===== src/hdl/adc_regs.vh =====
`ifndef ADC_REGS_VH
`define ADC_REGS_VH
// register byte offsets
`define OFS_CONV_CONTROL 8'h00
`define OFS_CONV_RESULT 8'h04
`define OFS_PIN_CONFIG 8'h08
`define OFS_PORT_DIRECTION 8'h0C
`define OFS_PORT_DATA 8'h10
`define OFS_IRQ 8'h14
// conv_control_reg fields
`define CTL_SEL_HI 7
`define CTL_SEL_LO 6
`define CTL_CHAN_HI 5
`define CTL_CHAN_LO 3
`define CTL_GO 2
`define CTL_RSVD 1
`define CTL_ON 0
// irq register fields
`define IRQ_FLAG 0
`define IRQ_ENABLE 1
// clock select codes
`define SEL_DIV2 2'h0
`define SEL_DIV8 2'h1
`define SEL_DIV32 2'h2
`define SEL_RC 2'h3
// reset values
`define RST_CONTROL 8'h00
`define RST_RESULT 8'h00
`define RST_PIN_CONFIG 3'h0
`define RST_PORT_DIRECTION 6'h3F
// timing: half bit periods, in oscillator cycles
`define HALF_DIV2 5'h01
`define HALF_DIV8 5'h04
`define HALF_DIV32 5'h10
// one conversion is 19 half bit periods (9.5 bit periods)
`define CONV_HALVES 5'h13
// first bit decision after the 2 bit-period lead-in
`define FIRST_DECISION 5'h04
// wait of 2 bit periods after completion or abort, in halves
`define WAIT_HALVES 5'h04
// one instruction cycle is 4 oscillator cycles
`define INSTR_CYCLES 3'h4
`endif


===== src/hdl/adc_conversion_sequencer.v =====
// What this block does
// - one conversion takes 9.5 bit conversion periods from start to result
// - bit period selectable: 2, 8, 32 oscillator periods or internal RC clock
// - clock select codes: 00 div2, 01 div8, 10 div32, 11 RC
// - port data reads return zero on every analog-configured pin
// - selected channel is converted even when configured digital
// - writing go while on starts conversion; go reads one while busy
// - clearing go during a conversion aborts it immediately
// - aborted conversion leaves result register unchanged
// - after abort wait two bit periods, then acquire selected channel
// - mid-conversion clock change only among oscillator settings, never RC
// - reduced resolution: later bits clocked at new, possibly too short period
// - with RC clock, wait one instruction cycle before converting
// - on completion clear go and load the 8-bit result
// - on completion set interrupt flag; stays until software clears
// - completion during sleep with interrupt enabled wakes the device
// - completion during sleep, interrupt disabled, powers module down; on bit stays
// - sleep with oscillator clock aborts and powers down; on bit stays
//
// Decided for this implementation: the AHB-Lite interface to the registers and the address map.
`timescale 1ns/1ns
`include "adc_regs.vh"
module adc_conversion_sequencer
(
  // clock and reset
  input wire clk_sys_in,
  input wire rst_in,
  // ahb-lite slave
  input wire hsel_in,
  input wire [7:0] haddr_in,
  input wire [1:0] htrans_in,
  input wire hwrite_in,
  input wire [2:0] hsize_in,
  input wire [31:0] hwdata_in,
  input wire hready_in,
  output wire hreadyout_out,
  output wire hresp_out,
  output reg [31:0] hrdata_out,
  // internal rc oscillator, one pulse per half bit period
  input wire rc_half_tick_in,
  // processor sleep state
  input wire sleep_in,
  output wire wake_out,
  // analog front end
  input wire comparator_in,
  output reg [7:0] trial_code_out,
  output reg [2:0] channel_out,
  output reg acquire_out,
  output reg module_powered_out,
  // port pins
  input wire [5:0] port_pins_in,
  output reg [5:0] port_direction_out
);
  localparam ST_IDLE = 2'h0;
  localparam ST_DELAY = 2'h1;
  localparam ST_CONV = 2'h2;
  localparam ST_WAIT = 2'h3;

  reg [1:0] state_q, state_d;
  reg [1:0] sel_q;
  reg [2:0] chan_q;
  reg rsvd_q;
  reg on_q;
  reg [7:0] result_q;
  reg [2:0] pin_cfg_q;
  reg [5:0] dir_q;
  reg flag_q;
  reg irq_en_q;
  reg power_down_q;
  reg rc_mode_q;
  reg [1:0] osc_sel_q;
  reg [4:0] div_q;
  reg [4:0] half_cnt_q;
  reg [2:0] delay_q;
  reg [7:0] trial_q;
  reg [7:0] mask_q;
  // latched ahb address phase
  reg wr_pend_q;
  reg [7:0] wr_addr_q;

  wire [7:0] rst_ctl = `RST_CONTROL;
  wire addr_ok = hsel_in && hready_in && htrans_in[1];
  wire powered = on_q && !power_down_q;
  wire busy = (state_q == ST_DELAY) || (state_q == ST_CONV);
  wire wr_ctl = wr_pend_q && (wr_addr_q == `OFS_CONV_CONTROL);
  wire go_set = wr_ctl && hwdata_in[`CTL_GO];
  wire go_clr = wr_ctl && !hwdata_in[`CTL_GO];
  wire wr_res = wr_pend_q && (wr_addr_q == `OFS_CONV_RESULT);
  wire wr_irq = wr_pend_q && (wr_addr_q == `OFS_IRQ);
  wire [1:0] sel_now = wr_ctl ? hwdata_in[`CTL_SEL_HI:`CTL_SEL_LO] : sel_q;

  // analog pins per port configuration; bit 4 is never analog
  function [5:0] analog_mask;
    input [2:0] cfg;
    begin
      case (cfg)
        3'h0, 3'h2: analog_mask = 6'h2F;
        3'h1, 3'h3: analog_mask = 6'h27;
        3'h4: analog_mask = 6'h0B;
        default: analog_mask = 6'h00;
      endcase
    end
  endfunction

  // half bit period tick: rc ticks in rc mode, oscillator divider otherwise
  wire [4:0] half_len = (osc_sel_q == `SEL_DIV2) ? `HALF_DIV2 :
                        (osc_sel_q == `SEL_DIV8) ? `HALF_DIV8 : `HALF_DIV32;
  wire osc_tick = (div_q + 5'h01 >= half_len);
  wire half_tick = rc_mode_q ? rc_half_tick_in : osc_tick;
  wire conv_done = (state_q == ST_CONV) && half_tick && (half_cnt_q == `CONV_HALVES - 5'h01);
  wire sleep_abort = sleep_in && busy && !rc_mode_q;
  wire sw_abort = go_clr && busy;
  wire start_ok = go_set && powered && !busy && !sleep_in;

  always @*
  begin
    state_d = state_q;
    case (state_q)
      ST_IDLE:
      begin
        if (start_ok)
          state_d = (sel_now == `SEL_RC) ? ST_DELAY : ST_CONV;
      end
      ST_DELAY:
      begin
        if (sw_abort)
          state_d = ST_WAIT;
        else if (delay_q == `INSTR_CYCLES - 3'h1)
          state_d = ST_CONV;
      end
      ST_CONV:
      begin
        if (sw_abort || conv_done)
          state_d = ST_WAIT;
      end
      ST_WAIT:
      begin
        if (start_ok)
          state_d = (sel_now == `SEL_RC) ? ST_DELAY : ST_CONV;
        else if (half_tick && (half_cnt_q == `WAIT_HALVES - 5'h01))
          state_d = ST_IDLE;
      end
      default: state_d = ST_IDLE;
    endcase
    if (sleep_abort || !powered)
      state_d = ST_IDLE;
  end

  always @(posedge clk_sys_in)
  begin
    if (rst_in)
    begin
      state_q <= ST_IDLE;
      sel_q <= rst_ctl[`CTL_SEL_HI:`CTL_SEL_LO];
      chan_q <= 3'h0;
      rsvd_q <= 1'b0;
      on_q <= 1'b0;
      result_q <= `RST_RESULT;
      pin_cfg_q <= `RST_PIN_CONFIG;
      dir_q <= `RST_PORT_DIRECTION;
      flag_q <= 1'b0;
      irq_en_q <= 1'b0;
      power_down_q <= 1'b0;
      rc_mode_q <= 1'b0;
      osc_sel_q <= `SEL_DIV2;
      div_q <= 5'h00;
      half_cnt_q <= 5'h00;
      delay_q <= 3'h0;
      trial_q <= 8'h80;
      mask_q <= 8'h80;
      wr_pend_q <= 1'b0;
      wr_addr_q <= 8'h00;
    end
    else
    begin
      state_q <= state_d;
      wr_pend_q <= addr_ok && hwrite_in;
      wr_addr_q <= haddr_in;
      if (wr_ctl)
      begin
        sel_q <= hwdata_in[`CTL_SEL_HI:`CTL_SEL_LO];
        chan_q <= hwdata_in[`CTL_CHAN_HI:`CTL_CHAN_LO];
        rsvd_q <= hwdata_in[`CTL_RSVD];
        on_q <= hwdata_in[`CTL_ON];
      end
      if (wr_pend_q && (wr_addr_q == `OFS_PIN_CONFIG))
        pin_cfg_q <= hwdata_in[2:0];
      if (wr_pend_q && (wr_addr_q == `OFS_PORT_DIRECTION))
        dir_q <= hwdata_in[5:0];
      if (wr_irq)
        irq_en_q <= hwdata_in[`IRQ_ENABLE];
      // completion beats a simultaneous software clear of the flag
      if (conv_done)
        flag_q <= 1'b1;
      else if (wr_irq && hwdata_in[`IRQ_FLAG])
        flag_q <= 1'b0;
      // result only moves on a finished conversion or a software write
      if (conv_done)
        result_q <= (trial_q & ~(comparator_in ? 8'h00 : mask_q));
      else if (wr_res)
        result_q <= hwdata_in[7:0];
      // power down leaves the on bit set; cleared by waking or by writing the on bit to zero
      if (sleep_abort)
        power_down_q <= 1'b1;
      else if (conv_done && sleep_in && !irq_en_q)
        power_down_q <= 1'b1;
      else if (!sleep_in || (wr_ctl && !hwdata_in[`CTL_ON]))
        power_down_q <= 1'b0;
      // rc vs oscillator source is fixed for the whole conversion
      if (state_q == ST_IDLE || state_q == ST_WAIT)
        rc_mode_q <= (sel_now == `SEL_RC);
      if (sel_now != `SEL_RC)
        osc_sel_q <= sel_now;
      if (state_d != state_q || osc_tick)
        div_q <= 5'h00;
      else
        div_q <= div_q + 5'h01;
      if (state_d != state_q)
        half_cnt_q <= 5'h00;
      else if (half_tick)
        half_cnt_q <= half_cnt_q + 5'h01;
      if (state_q == ST_DELAY)
        delay_q <= delay_q + 3'h1;
      else
        delay_q <= 3'h0;
      // successive approximation, one decision per bit period after lead-in
      if (state_q != ST_CONV)
      begin
        trial_q <= 8'h80;
        mask_q <= 8'h80;
      end
      else if (half_tick && !half_cnt_q[0] && half_cnt_q >= `FIRST_DECISION)
      begin
        trial_q <= (trial_q & ~(comparator_in ? 8'h00 : mask_q)) | (mask_q >> 1);
        mask_q <= mask_q >> 1;
      end
    end
  end

  // analog side outputs, registered
  always @(posedge clk_sys_in)
  begin
    if (rst_in)
    begin
      trial_code_out <= 8'h80;
      channel_out <= 3'h0;
      acquire_out <= 1'b0;
      module_powered_out <= 1'b0;
      port_direction_out <= `RST_PORT_DIRECTION;
    end
    else
    begin
      trial_code_out <= trial_q;
      channel_out <= chan_q;
      acquire_out <= powered && (state_d == ST_IDLE) && !sleep_abort;
      module_powered_out <= powered;
      port_direction_out <= dir_q;
    end
  end

  assign wake_out = sleep_in && flag_q && irq_en_q;
  assign hreadyout_out = 1'b1;
  assign hresp_out = 1'b0;

  // read data captured in the address phase, shown in the data phase
  always @(posedge clk_sys_in)
  begin
    if (rst_in)
      hrdata_out <= 32'h0000_0000;
    else if (addr_ok && !hwrite_in)
    begin
      case (haddr_in)
        `OFS_CONV_CONTROL:
          hrdata_out <= {24'h000000, sel_q, chan_q, busy, rsvd_q, on_q};
        `OFS_CONV_RESULT: hrdata_out <= {24'h000000, result_q};
        `OFS_PIN_CONFIG: hrdata_out <= {29'h00000000, pin_cfg_q};
        `OFS_PORT_DIRECTION: hrdata_out <= {26'h0000000, dir_q};
        `OFS_PORT_DATA:
          hrdata_out <= {26'h0000000, port_pins_in & ~analog_mask(pin_cfg_q)};
        `OFS_IRQ: hrdata_out <= {30'h00000000, irq_en_q, flag_q};
        default: hrdata_out <= 32'h0000_0000;
      endcase
    end
  end
endmodule


===== config.mk =====
export PLATFORM = sky130hd
export DESIGN_NAME = adc_conversion_sequencer
export DESIGN_NICKNAME = d
export VERILOG_FILES = /design/src/hdl/adc_conversion_sequencer.v
export VERILOG_INCLUDE_DIRS = /design/src /design/src/hdl
export SDC_FILE = /design/constraint.sdc
export NUM_CORES = 1
export LEC_CHECK = 0
export ABC_AREA = 1
export BUFFER_PORTS_ARGS = -buffer_cell sky130_fd_sc_hd__buf_2
export CAP_MARGIN = 20
export CORE_MARGIN = 2
export CORE_UTILIZATION = 55
export CTS_CLUSTER_SIZE = 14
export DETAILED_ROUTE_END_ITERATION = 8
export GPL_TIMING_DRIVEN = 0
export PLACE_DENSITY = 0.83
export RECOVER_POWER = 25
export SLEW_MARGIN = 10
export SYNTH_ARGS = -nofsm -noshare
export SYNTH_HDL_FRONTEND = slang
export SYNTH_SLANG_ARGS = --single-unit
export TNS_END_PERCENT = 5

===== constraint.sdc =====
create_clock -name clk_sys_in -period 3.7 [get_ports clk_sys_in]
set_input_delay 0.37 -clock clk_sys_in [delete_from_list [all_inputs] [get_ports clk_sys_in]]
set_output_delay 0.37 -clock clk_sys_in [all_outputs]
set_load 0.02 [all_outputs]

Yosys cells after proc, flatten, opt, wreduce, memory -nomap -nowiden
Cells that the tools add are included.
Widths: inputs -> output; s select.
{"block": "word_totals", "ff_bits": 121, "output_inout_bits": 54, "word_cells": 150}
{"block": "op_classes", "add_sub_neg": 3, "n_lt_le_gt_ge": 2, "n_eq_ne": 24, "mux": 26, "n_bitwise": 6, "n_reduce_logical": 63}
{"operator": "$pmux 8 s6", "n": 1}
{"operator": "$eq 8x4->1 const B", "n": 4}
{"operator": "$logic_and 1x1->1", "n": 31}
{"operator": "$eq 8x5->1 const B", "n": 3}
{"operator": "$mux 8", "n": 3}
{"operator": "$mux 2", "n": 9}
{"operator": "$mux 6", "n": 3}
{"operator": "$pmux 6 s3", "n": 1}
{"operator": "$eq 8x3->1 const B", "n": 2}
{"operator": "$logic_not 8->1", "n": 2}
{"operator": "$reduce_or 2->1", "n": 6}
{"operator": "$logic_not 1->1", "n": 11}
{"operator": "$add 5x1->5 const B", "n": 2}
{"operator": "$mux 5", "n": 2}
{"operator": "$eq 3x2->1 const B", "n": 3}
{"operator": "$and 8x8->8", "n": 1}
{"operator": "$not 8->8", "n": 1}
{"operator": "$or 8x7->8", "n": 1}
{"operator": "$pmux 2 s4", "n": 1}
{"operator": "$and 6x6->6", "n": 1}
{"operator": "$eq 2x2->1 const B", "n": 3}
{"operator": "$logic_not 2->1", "n": 3}
{"operator": "$logic_or 1x1->1", "n": 6}
{"operator": "$mux 1", "n": 6}
{"operator": "other kinds (15)", "n": 18}

Longest topological paths before layout
Gate-level depths: netlist of the first run.
{"block": "depth", "word_depth": 14, "mapped_depth": 19, "mapped_depth_nobuf": 19}

Worst setup path after synthesis of the first run
OpenSTA, ideal clock, no wires.
{"block": "synth_timing", "path_kind": "register to register", "start": "reg div_q[0]", "end": "reg result_q[7]", "setup_time_ns": 0.131, "arrival_ns": 2.179, "path_slack_ns": 1.390, "stages_incl_launch_ff": 13, "n_path_buf": 1, "synth_period_minus_slack_ns": 2.310, "cell_sequence": "dfxtp_1 ha_1 xor2_1 ha_1 nand2_1 nand3_1 nand2_1 nand3_1 nand3_1 clkbuf_1 clkinv_1 o31ai_1 a221oi_1"}
{"block": "synth_between", "elab_chain_len": 6}
{"element": "start: declaration", "line_no": "adc_conversion_sequencer.v:72", "text": "reg [4:0] div_q;"}
{"element": "start signal: assignment", "line_no": "adc_conversion_sequencer.v:217", "text": "div_q <= div_q + 5'h01;"}
{"element": "$add 5x1->5 (*)", "line_no": "adc_conversion_sequencer.v:108", "text": "wire osc_tick = (div_q + 5'h01 >= half_len);"}
{"element": "$ge 5x5->1 (*)", "line_no": "adc_conversion_sequencer.v:108"}
{"element": "$mux 1 (*)", "line_no": "adc_conversion_sequencer.v:109", "text": "wire half_tick = rc_mode_q ? rc_half_tick_in : osc_tick;"}
{"element": "$logic_and 1x1->1 (*) (2 in a row)", "line_no": "adc_conversion_sequencer.v:110", "text": "wire conv_done = (state_q == ST_CONV) && half_tick && (half_cnt_q == `CONV_HALVES - 5'h01);"}
{"element": "$mux 8 or $reduce_bool 2->1 (tied branches)"}
{"element": "end signal: assignment", "line_no": "adc_conversion_sequencer.v:158", "text": "result_q <= `RST_RESULT;"}
{"element": "end signal: assignment", "line_no": "adc_conversion_sequencer.v:199", "text": "result_q <= (trial_q & ~(comparator_in ? 8'h00 : mask_q));"}
{"element": "end signal: assignment", "line_no": "adc_conversion_sequencer.v:201", "text": "result_q <= hwdata_in[7:0];"}
{"element": "end: declaration", "line_no": "adc_conversion_sequencer.v:64", "text": "reg [7:0] result_q;"}
Every way passes the cells marked *; elsewhere a longest branch is shown, timed or not.
A chain may end at the register's enable or synchronous reset.

Worst setup path after layout of the first run
Same ends and word-level chain as after synthesis.

==> results of run 1 <==
==> final timing paths <==
path / end / slack, ps / depth (start not counted)
max: result_q[7] / 900 / 12
min: wr_addr_q[6] / 220 / 3
max reg2reg: result_q[7] / 900 / 12
min reg2reg: trial_code_out[4] / 450 / 2
==> registers in the layout (all words and copies together) (netlist names), 2 cells and up <==
signal	flops
osc_sel_q	2
wr_addr_q	8
chan_q	3
mask_q	8
sel_q	2
port_direction_out	6
div_q	5
half_cnt_q	5
channel_out	3
dir_q	6
trial_q	8
pin_cfg_q	3
delay_q	3
result_q	8
state_q	2
trial_code_out	8
hrdata_out	8
==> power by group <==
group | switching (uW) | internal, uW
clock network | 364 | 337
logic | 87.1 | 46.9
registers | 5.57 | 1050
total | 457 | 1430
==> worst max-delay path, delay by kind of cell, from the launching register on <==
family | cells | cell delay (ps)
AO/OA/AOI/OAI | 2 | 370
buffers and inverters | 2 | 760
adder cells (fa/ha/maj) | 2 | 470
XOR/XNOR | 1 | 220
flip-flops | 1 | 420
AND/OR/NAND/NOR | 5 | 440
==> layout make-up <==
cell class,instances,share of cell area
Sequential cell,97,0.386
Multi-Input combinational cell,381,0.383
Inverter,86,0.0641
Timing Repair Buffer,57,0.0527
Buffer,38,0.0492
Clock buffer,11,0.0281
Tap cell,102,0.0253
Clock inverter,5,0.0122
==> routing by layer <==
metal / global-route usage / vias to the layer above / wire length [um]
met5: 0 / - / 0
met4: 0.0956 / 0 / 183
met3: 0.0358 / 19 / 758
met2: 0.384 / 178 / 4600
met1: 0.312 / 1764 / 4470
li1: - / 1997 / -
==> logic make-up after synthesis <==
| logic type | after synthesis |
|---|---|
| AOI/OAI and AO/OA | 96 |
| xor gates and xnor gates | 4 |
| adders and majority gates | 13 |
| buffers and inverters | 124 |
| DFF | 97 |
| other | 2 |
| and+or+nand+nor | 242 |
==> through the flow <==
| step | setup WS (ps) | area [sq um] | power, uW |
|---|---|---|---|
| final | 897 | 5030 | 1890 |
| after global routing | 608 | 5030 | 1950 |
| after CTS | 915 | 5050 | 1900 |
| after detailed placement | 944 | 4850 | 1210 |
| after global placement | 1020 | 4850 | 1210 |
| after floorplan | 1390 | 4440 | 1170 |
==> cell usage in the layout, fill, tap and decap left out, drive strengths merged, types with 2 or more instances in the layout <==
cell and n:
dfxtp 97, clkinv 3, o21ai 25, inv 87
o22ai 2, nor2 56, a21oi 39, nand3 37
a31oi 10, buf 68, o211ai 5, a221oi 2
nor4 2, nor3 12, clkbuf 38, xor2 2
ha 13, nand2 118, nor3b 3, or2 5
nand4 8, o2111ai 3, a211oi 5, conb 26
o21a 3, xnor2 2
==> results by group, run 1 <==
Place
  – IO Port Bufs: 57
  – DP Wirelength: 7.72 mm
  – GPL Wtd Cong: 0.920
  – Placed Cells: 761

Yosys
  – Compound-gate portion of the synthesized area: 0.127
  – Post-synthesis cell count: 578
  – Main synth FF type: dfxtp_1
  – Register area share after synthesis: 0.446
  – Synth unique cells: 38
  – Area contributors post-synth: dfxtp_1 45%, nand2_1 10%, inv_1 7.1%, nor2_1 4.6%, a21oi_1 4.5%
  – Syn_area_per_cell: 7.52 sq um
  – Cell with the most instances after synthesis: nand2_1
  – Top-area cell type share of the netlist area: 0.446
  – Mux share of post-synthesis cell area: 0
  – Simple-Gate Fraction of Synth Area: 0.248
  – Largest family of logic cells by synthesized area: simple AND/OR/NAND/NOR gates
  – Ys Warns: 0
  – Mapped Area: 0.00435 sq mm
  – Top cells by count, synth: 116 x nand2_1, 97 x dfxtp_1, 82 x inv_1
  – Synthesized flop and latch total: 97
  – Xor and xnor area share after synthesis: 0.00806
  – Synth Area in Adders: 0.0374
  – Number of flops mapped to enable cells by yosys: 0
  – Fraction of registers with async set/reset: 0
  – Synth area leader: dfxtp_1

Power
  – Power Density: 376 mW/mm^2
  – Peak supply drop: 268 uV
  – Leak Pwr: 0.00223 uW

Detailed routing
  – WL final: 10.0 mm
  – Vias per inst: 5.09
  – Vias: 3,958
  – Drt pass-1 iters: 5
  – Per-cell routed wire length: 12.9 um
  – Drc violations: 0
  – ANT nets after route: 0
  – Initial DRC count: 252

Timing
  – Min Tclk post-route: 2800 ps
  – Clock Skew: 15.2 ps
  – Setup_tns: 0 ps
  – Max-slew violation count: 0
  – RSZ-0062 raised after global routing: false
  – Fmax: 357 MHz
  – Final setup violating endpoints: 0
  – Period utilization: 0.758
  – Fin Hold WS: 220 ps
  – Final Hold Fails: 0
  – Slew HR: 0.352
  – Worst slew pin tran: 962 ps

Finish
  – Antenna Cells: 0
  – Multi-input logic area: 0.00193 sq mm
  – Register Area: 0.00194 sq mm
  – Final Util: 0.655
  – Final cell count without fillers: 777
  – Area Overhead vs Synth: 15.8%
  – # fillers: 696
  – Layout net count: 742
  – Layout cells sized above 1: 0.148

Critical path
  – Crit-path slowest cell: dfxtp_1
  – Critical path class: reg2reg
  – Reg2Reg Launch Point: div_q[0]
  – Cell mode on critical path: nand3_1
  – WP data required: 3940 ps
  – Origin of the worst setup path: div_q[0]
  – Largest stage delay, worst path: 420 ps
  – Worst setup SP type: register
  – Crit path max fanout: 10
  – Data arrival time at the worst-slack endpoint: 3040 ps
  – Critical-path cell list: ha_1 > xor2_1 > ha_1 > nand2_1 > nand3_1 > nand2_1 > nand3_1 > nand3_1 > clkbuf_1 > clkinv_1 > o31ai_1 > a221oi_1
  – Critical Path End Type: register

Floorplanning
  – I/O pin count: 113
  – Die W: 92.9 um
  – Die ar.: 0.00864 sq mm
  – Die Ht: 92.9 um
  – Core area: 0.00769 sq mm
  – Initial Util: 0.566
  – Site row count: 32

Clock network
  – Clock slew at reported path FFs: 90 ps
  – Postcts setup bufs: 0
  – CTS tree: done
  – H-tree levels: 3
  – Clk sink count: 97
  – Total CTS buffers: 9
  – CTS Hold Bufs: 0
  – Clock Latency Late Sink: 360 ps
  – Worst-case clock buffer depth: 2
  – Post_cts resized: 0
  – Clock root buffer: clkbuf_8

GRT
  – Initial antenna violation count: 0
  – Vias in the first global route: 3,555
  – GRT Overall Usage: 0.235
  – First-pass GRT wire length: 16.2 mm
  – Largest net degree at the start of global routing: 17
  – Overflow after GRT: 0

Hold path
  – Worst Hold Class: in2reg
  – Min-delay src: haddr_in[6]

Run status
  – Status: finished, final reports clean

Job
  – Max-cap viol count: 0
(Power assumes the default switching activity.)
==> run 2, diff against run 1 <==
Settings changed: ABC_AREA 1 to 0, CORE_UTILIZATION 55 to 48, PLACE_DENSITY 0.83 to 0.76.
Clock period 3.7 ns to 2.5 ns, I/O delays scaled along.
==> run 2 against run 1 <==
  * The run now ends with setup timing left
  * Via count fell by 4.2%
  * Critical path depth fell by 2
  * Global-route usage fell by 1.4 points
  * Core utilization fell by 4.0 points
  * Hold slack got worse by 110 ps
  * Cell count fell by 9.1%
  * First-iteration DRC count rose by 4.8%
  * Worst setup slack got worse by 1100 ps
  * Die area rose by 15%
  * Fmax rose by 4.1%
  * Largest power group unchanged
==> results by group, run 2 <==
Timing
  – Max-slew violation count: 0 (unchanged)
  – Worst setup margin: -192 ps (-1090 ps)
  – Min Tclk post-route: 2690 ps (-112 ps)
  – Slew HR: 0.571 (+0.218)
  – RSZ-0062 raised after global routing: true
  – Setup_tns: -1180 ps (-1180 ps)
  – Final setup violating endpoints: 12 (+12)
  – Fmax: 372 MHz (+4.1%)
  – Clock Skew: 14.9 ps (-0.341 ps)
  – Period utilization: 1.08 (+0.319)
  – Final Hold Fails: 0 (unchanged)
  – Worst slew pin tran: 644 ps (-318 ps)

Floorplanning
  – Die ar.: 0.00997 sq mm (+15%)
  – I/O pin count: 113 (unchanged)
  – Core area: 0.00881 sq mm (+15%)
  – Initial Util: 0.501 (-0.0650)
  – Site row count: 34 (+6.3%)
  – Die W: 99.8 um (+7.4%)
  – Die Ht: 99.8 um (+7.4%)

Power
  – Comb power frac: 0.077 (+0.006)
  – Net load switching power: 747 uW (+64%)
  – Switch share: 0.267 (+0.0255)
  – Leak Pwr: 0.00217 uW (-2.7%)
  – Power Density: 517 mW/mm^2 (+38%)
  – Clock share of power: 0.364 (-0.006)
  – Peak supply drop: 368 uV (+38%)
  – Reg power frac: 0.559 (about the same)
  – Power Internal: 2050 uW (+43%)
  – Pwr Total: 2800 uW (+48%)

Critical path
  – WP data required: 2780 ps (-1160 ps)
  – Critical path class: reg2reg
  – Data arrival time at the worst-slack endpoint: 2970 ps (-70 ps)
  – Crit path max fanout: 5 (-5)
  – Worst setup SP type: register
  – Critical Path End Type: register

Yosys
  – Mapped Area: 0.00441 sq mm (+1.4%)
  – Top cells by count, synth: 97 x dfxtp_1, 45 x nor2_1, 30 x nand2_1
  – Fraction of registers with async set/reset: 0 (unchanged)
  – Post-synthesis cell count: 492 (-15%)
  – Syn_area_per_cell: 8.96 sq um (+19%)
  – Cell with the most instances after synthesis: dfxtp_1
  – Top-area cell type share of the netlist area: 0.440 (-0.00608)
  – Synth area leader: dfxtp_1
  – Area contributors post-synth: dfxtp_1 44%, buf_4 4.4%, nor2_1 3.8%, nor2b_1 3.8%, ha_1 3.7%
  – Number of flops mapped to enable cells by yosys: 0 (unchanged)
  – Main synth FF type: dfxtp_1
  – Register area share after synthesis: 0.440 (-0.00608)
  – Synthesized flop and latch total: 97 (unchanged)
  – Ys Warns: 0 (unchanged)
  – Synth unique cells: 58 (+53%)

Clock network
  – Clock slew at reported path FFs: 100 ps (about the same)
  – Worst-case clock buffer depth: 2 (unchanged)
  – CTS tree: done
  – Clock Latency Late Sink: 370 ps (about the same)
  – Clock root buffer: clkbuf_8
  – H-tree levels: 3 (unchanged)
  – CTS Hold Bufs: 0 (unchanged)
  – Clk sink count: 97 (unchanged)
  – Total CTS buffers: 9 (unchanged)

Detailed routing
  – Vias: 3,793 (-4.2%)
  – Drc violations: 0 (unchanged)
  – Drt pass-1 iters: 5 (unchanged)
  – Vias per inst: 5.37 (+5.5%)
  – Per-cell routed wire length: 15.3 um (+19%)
  – WL final: 10.8 mm (+7.8%)
  – ANT nets after route: 0 (unchanged)
  – Initial DRC count: 264 (+4.8%)

Finish
  – Area Overhead vs Synth: 22.8%
  – Most common cell after layout, fill and taps aside: dfxtp_1
  – Layout cells sized above 1: 0.283 (+0.134)
  – # fillers: 764 (+9.8%)
  – Layout net count: 665 (-10%)
  – Final cell count without fillers: 706 (-9.1%)
  – Antenna Cells: 0 (unchanged)
  – Highest-count cells in the layout ignoring fill and taps: 92 x dfxtp_1, 58 x buf_2, 43 x nor2_1, 34 x buf_4, 29 x nand2_1

GRT
  – Vias in the first global route: 3,625 (+2.0%)
  – GRT Overall Usage: 0.222 (-0.0138)
  – Initial antenna violation count: 0 (unchanged)
  – First-pass GRT wire length: 17.5 mm (+7.9%)
  – Largest net degree at the start of global routing: 19 (+2)
  – Overflow after GRT: 0 (unchanged)

Place
  – Post-place setup slack: -536 ps (-1480 ps)
  – Placed Cells: 681 (-11%)
  – GPL Wtd Cong: 0.882 (-4.1%)
  – IO Port Bufs: 57 (unchanged)
  – DP Wirelength: 7.77 mm (+0.58%)

Job
  – Max-cap viol count: 0 (unchanged)

Run status
  – Status: finished with violations
  – Failing checks: setup timing

Hold path
  – Worst Hold Class: in2reg
## run 2: changes by cell type after synthesis, moves of 6 or more
cell	before	now
nor2_1	53	45
a21oi_1	39	28
a31oi_1	10	4
clkbuf_1	8	18
mux2i_1	0	12
a211o_1	0	6
nor2b_1	0	27
nand3_1	34	8
a211oi_1	5	16
nand2_1	116	30
a22oi_1	0	7
inv_1	82	29
## run 2: routing by layer
layer,global-route usage,vias up,part of all wire
met3,0.0425,13,0.062
li1,-,1859,-
met2,0.371,126,0.48
met1,0.291,1795,0.45
met5,0,-,0
met4,0.0685,0,0.013
## run 2: per-stage QoR
step | util | hold WS (ps) | area (sq um)
after detailed placement | 0.562 | 423 | 4950
after CTS | 0.610 | 104 | 5370
after global placement | 0.562 | 409 | 4950
after floorplan | - | 378 | 4530
after global routing | 0.615 | 109 | 5410
final | 0.615 | 113 | 5410
## run 2: worst max-delay path: stages (launching register included)
cell and delay, ps:
dfxtp_4 380, ha_4 170, xor2_1 150, ha_1 350
a2111oi_4 460, a21oi_2 140, o21ai_2 200, a22oi_2 110
buf_4 170, xnor2_4 170, nor4_2 290
## run 2: worst paths after layout
| kind | start | end | slack, ps | cells past startpoint |
|---|---|---|---|---|
| setup reg to reg | div_q[0] | div_q[2] | -190 | 10 |
| hold reg to reg | delay_q[0] | delay_q[0] | 430 | 1 |
| setup / recovery | div_q[0] | div_q[2] | -190 | 10 |
| hold / removal | haddr_in[7] | wr_addr_q[7] | 110 | 2 |
## run 2: kinds of logic after synthesis
group / Yosys count / share of synthesized area
compound gates: 110 / 0.168
xor+xnor: 8 / 0.0176
fa+ha+maj: 13 / 0.0369
buf+inv: 76 / 0.0874
flops: 97 / 0.440
mux: 17 / 0.0477
other cells: 2 / 0.00170
simple gates: 169 / 0.200
## run 2: area by class of cell
| type | count | area, sq um | area share |
|---|---|---|---|
| clock inverters | 6 | 57.6 | 0.0106 |
| flip-flops and latches | 97 | 1960 | 0.361 |
| plain buffers | 47 | 290 | 0.0536 |
| repair buffers | 65 | 345 | 0.0638 |
| inverters | 29 | 109 | 0.0201 |
| well taps | 108 | 135 | 0.0250 |
| multi-input cells | 344 | 2380 | 0.440 |
| clock buffers | 10 | 138 | 0.0254 |
## run 2: timing repair
action,CTS,global route
setup buffers,8,0
setup endpoints to repair,39,39
cloned,1,0
endpoints found under the hold margin,0,0
resized for setup,35,16
pin swaps,14,7
## run 2: power groups by stage
stage	clock [uW]	sequential, uW	combinational [uW]
2_1_floorplan	0	1600	141
3_3_place_gp	0	1600	199
3_5_place_dp	0	1600	203
4_1_cts	1030	1570	209
5_1_grt	1090	1570	233
6_report	1020	1570	215
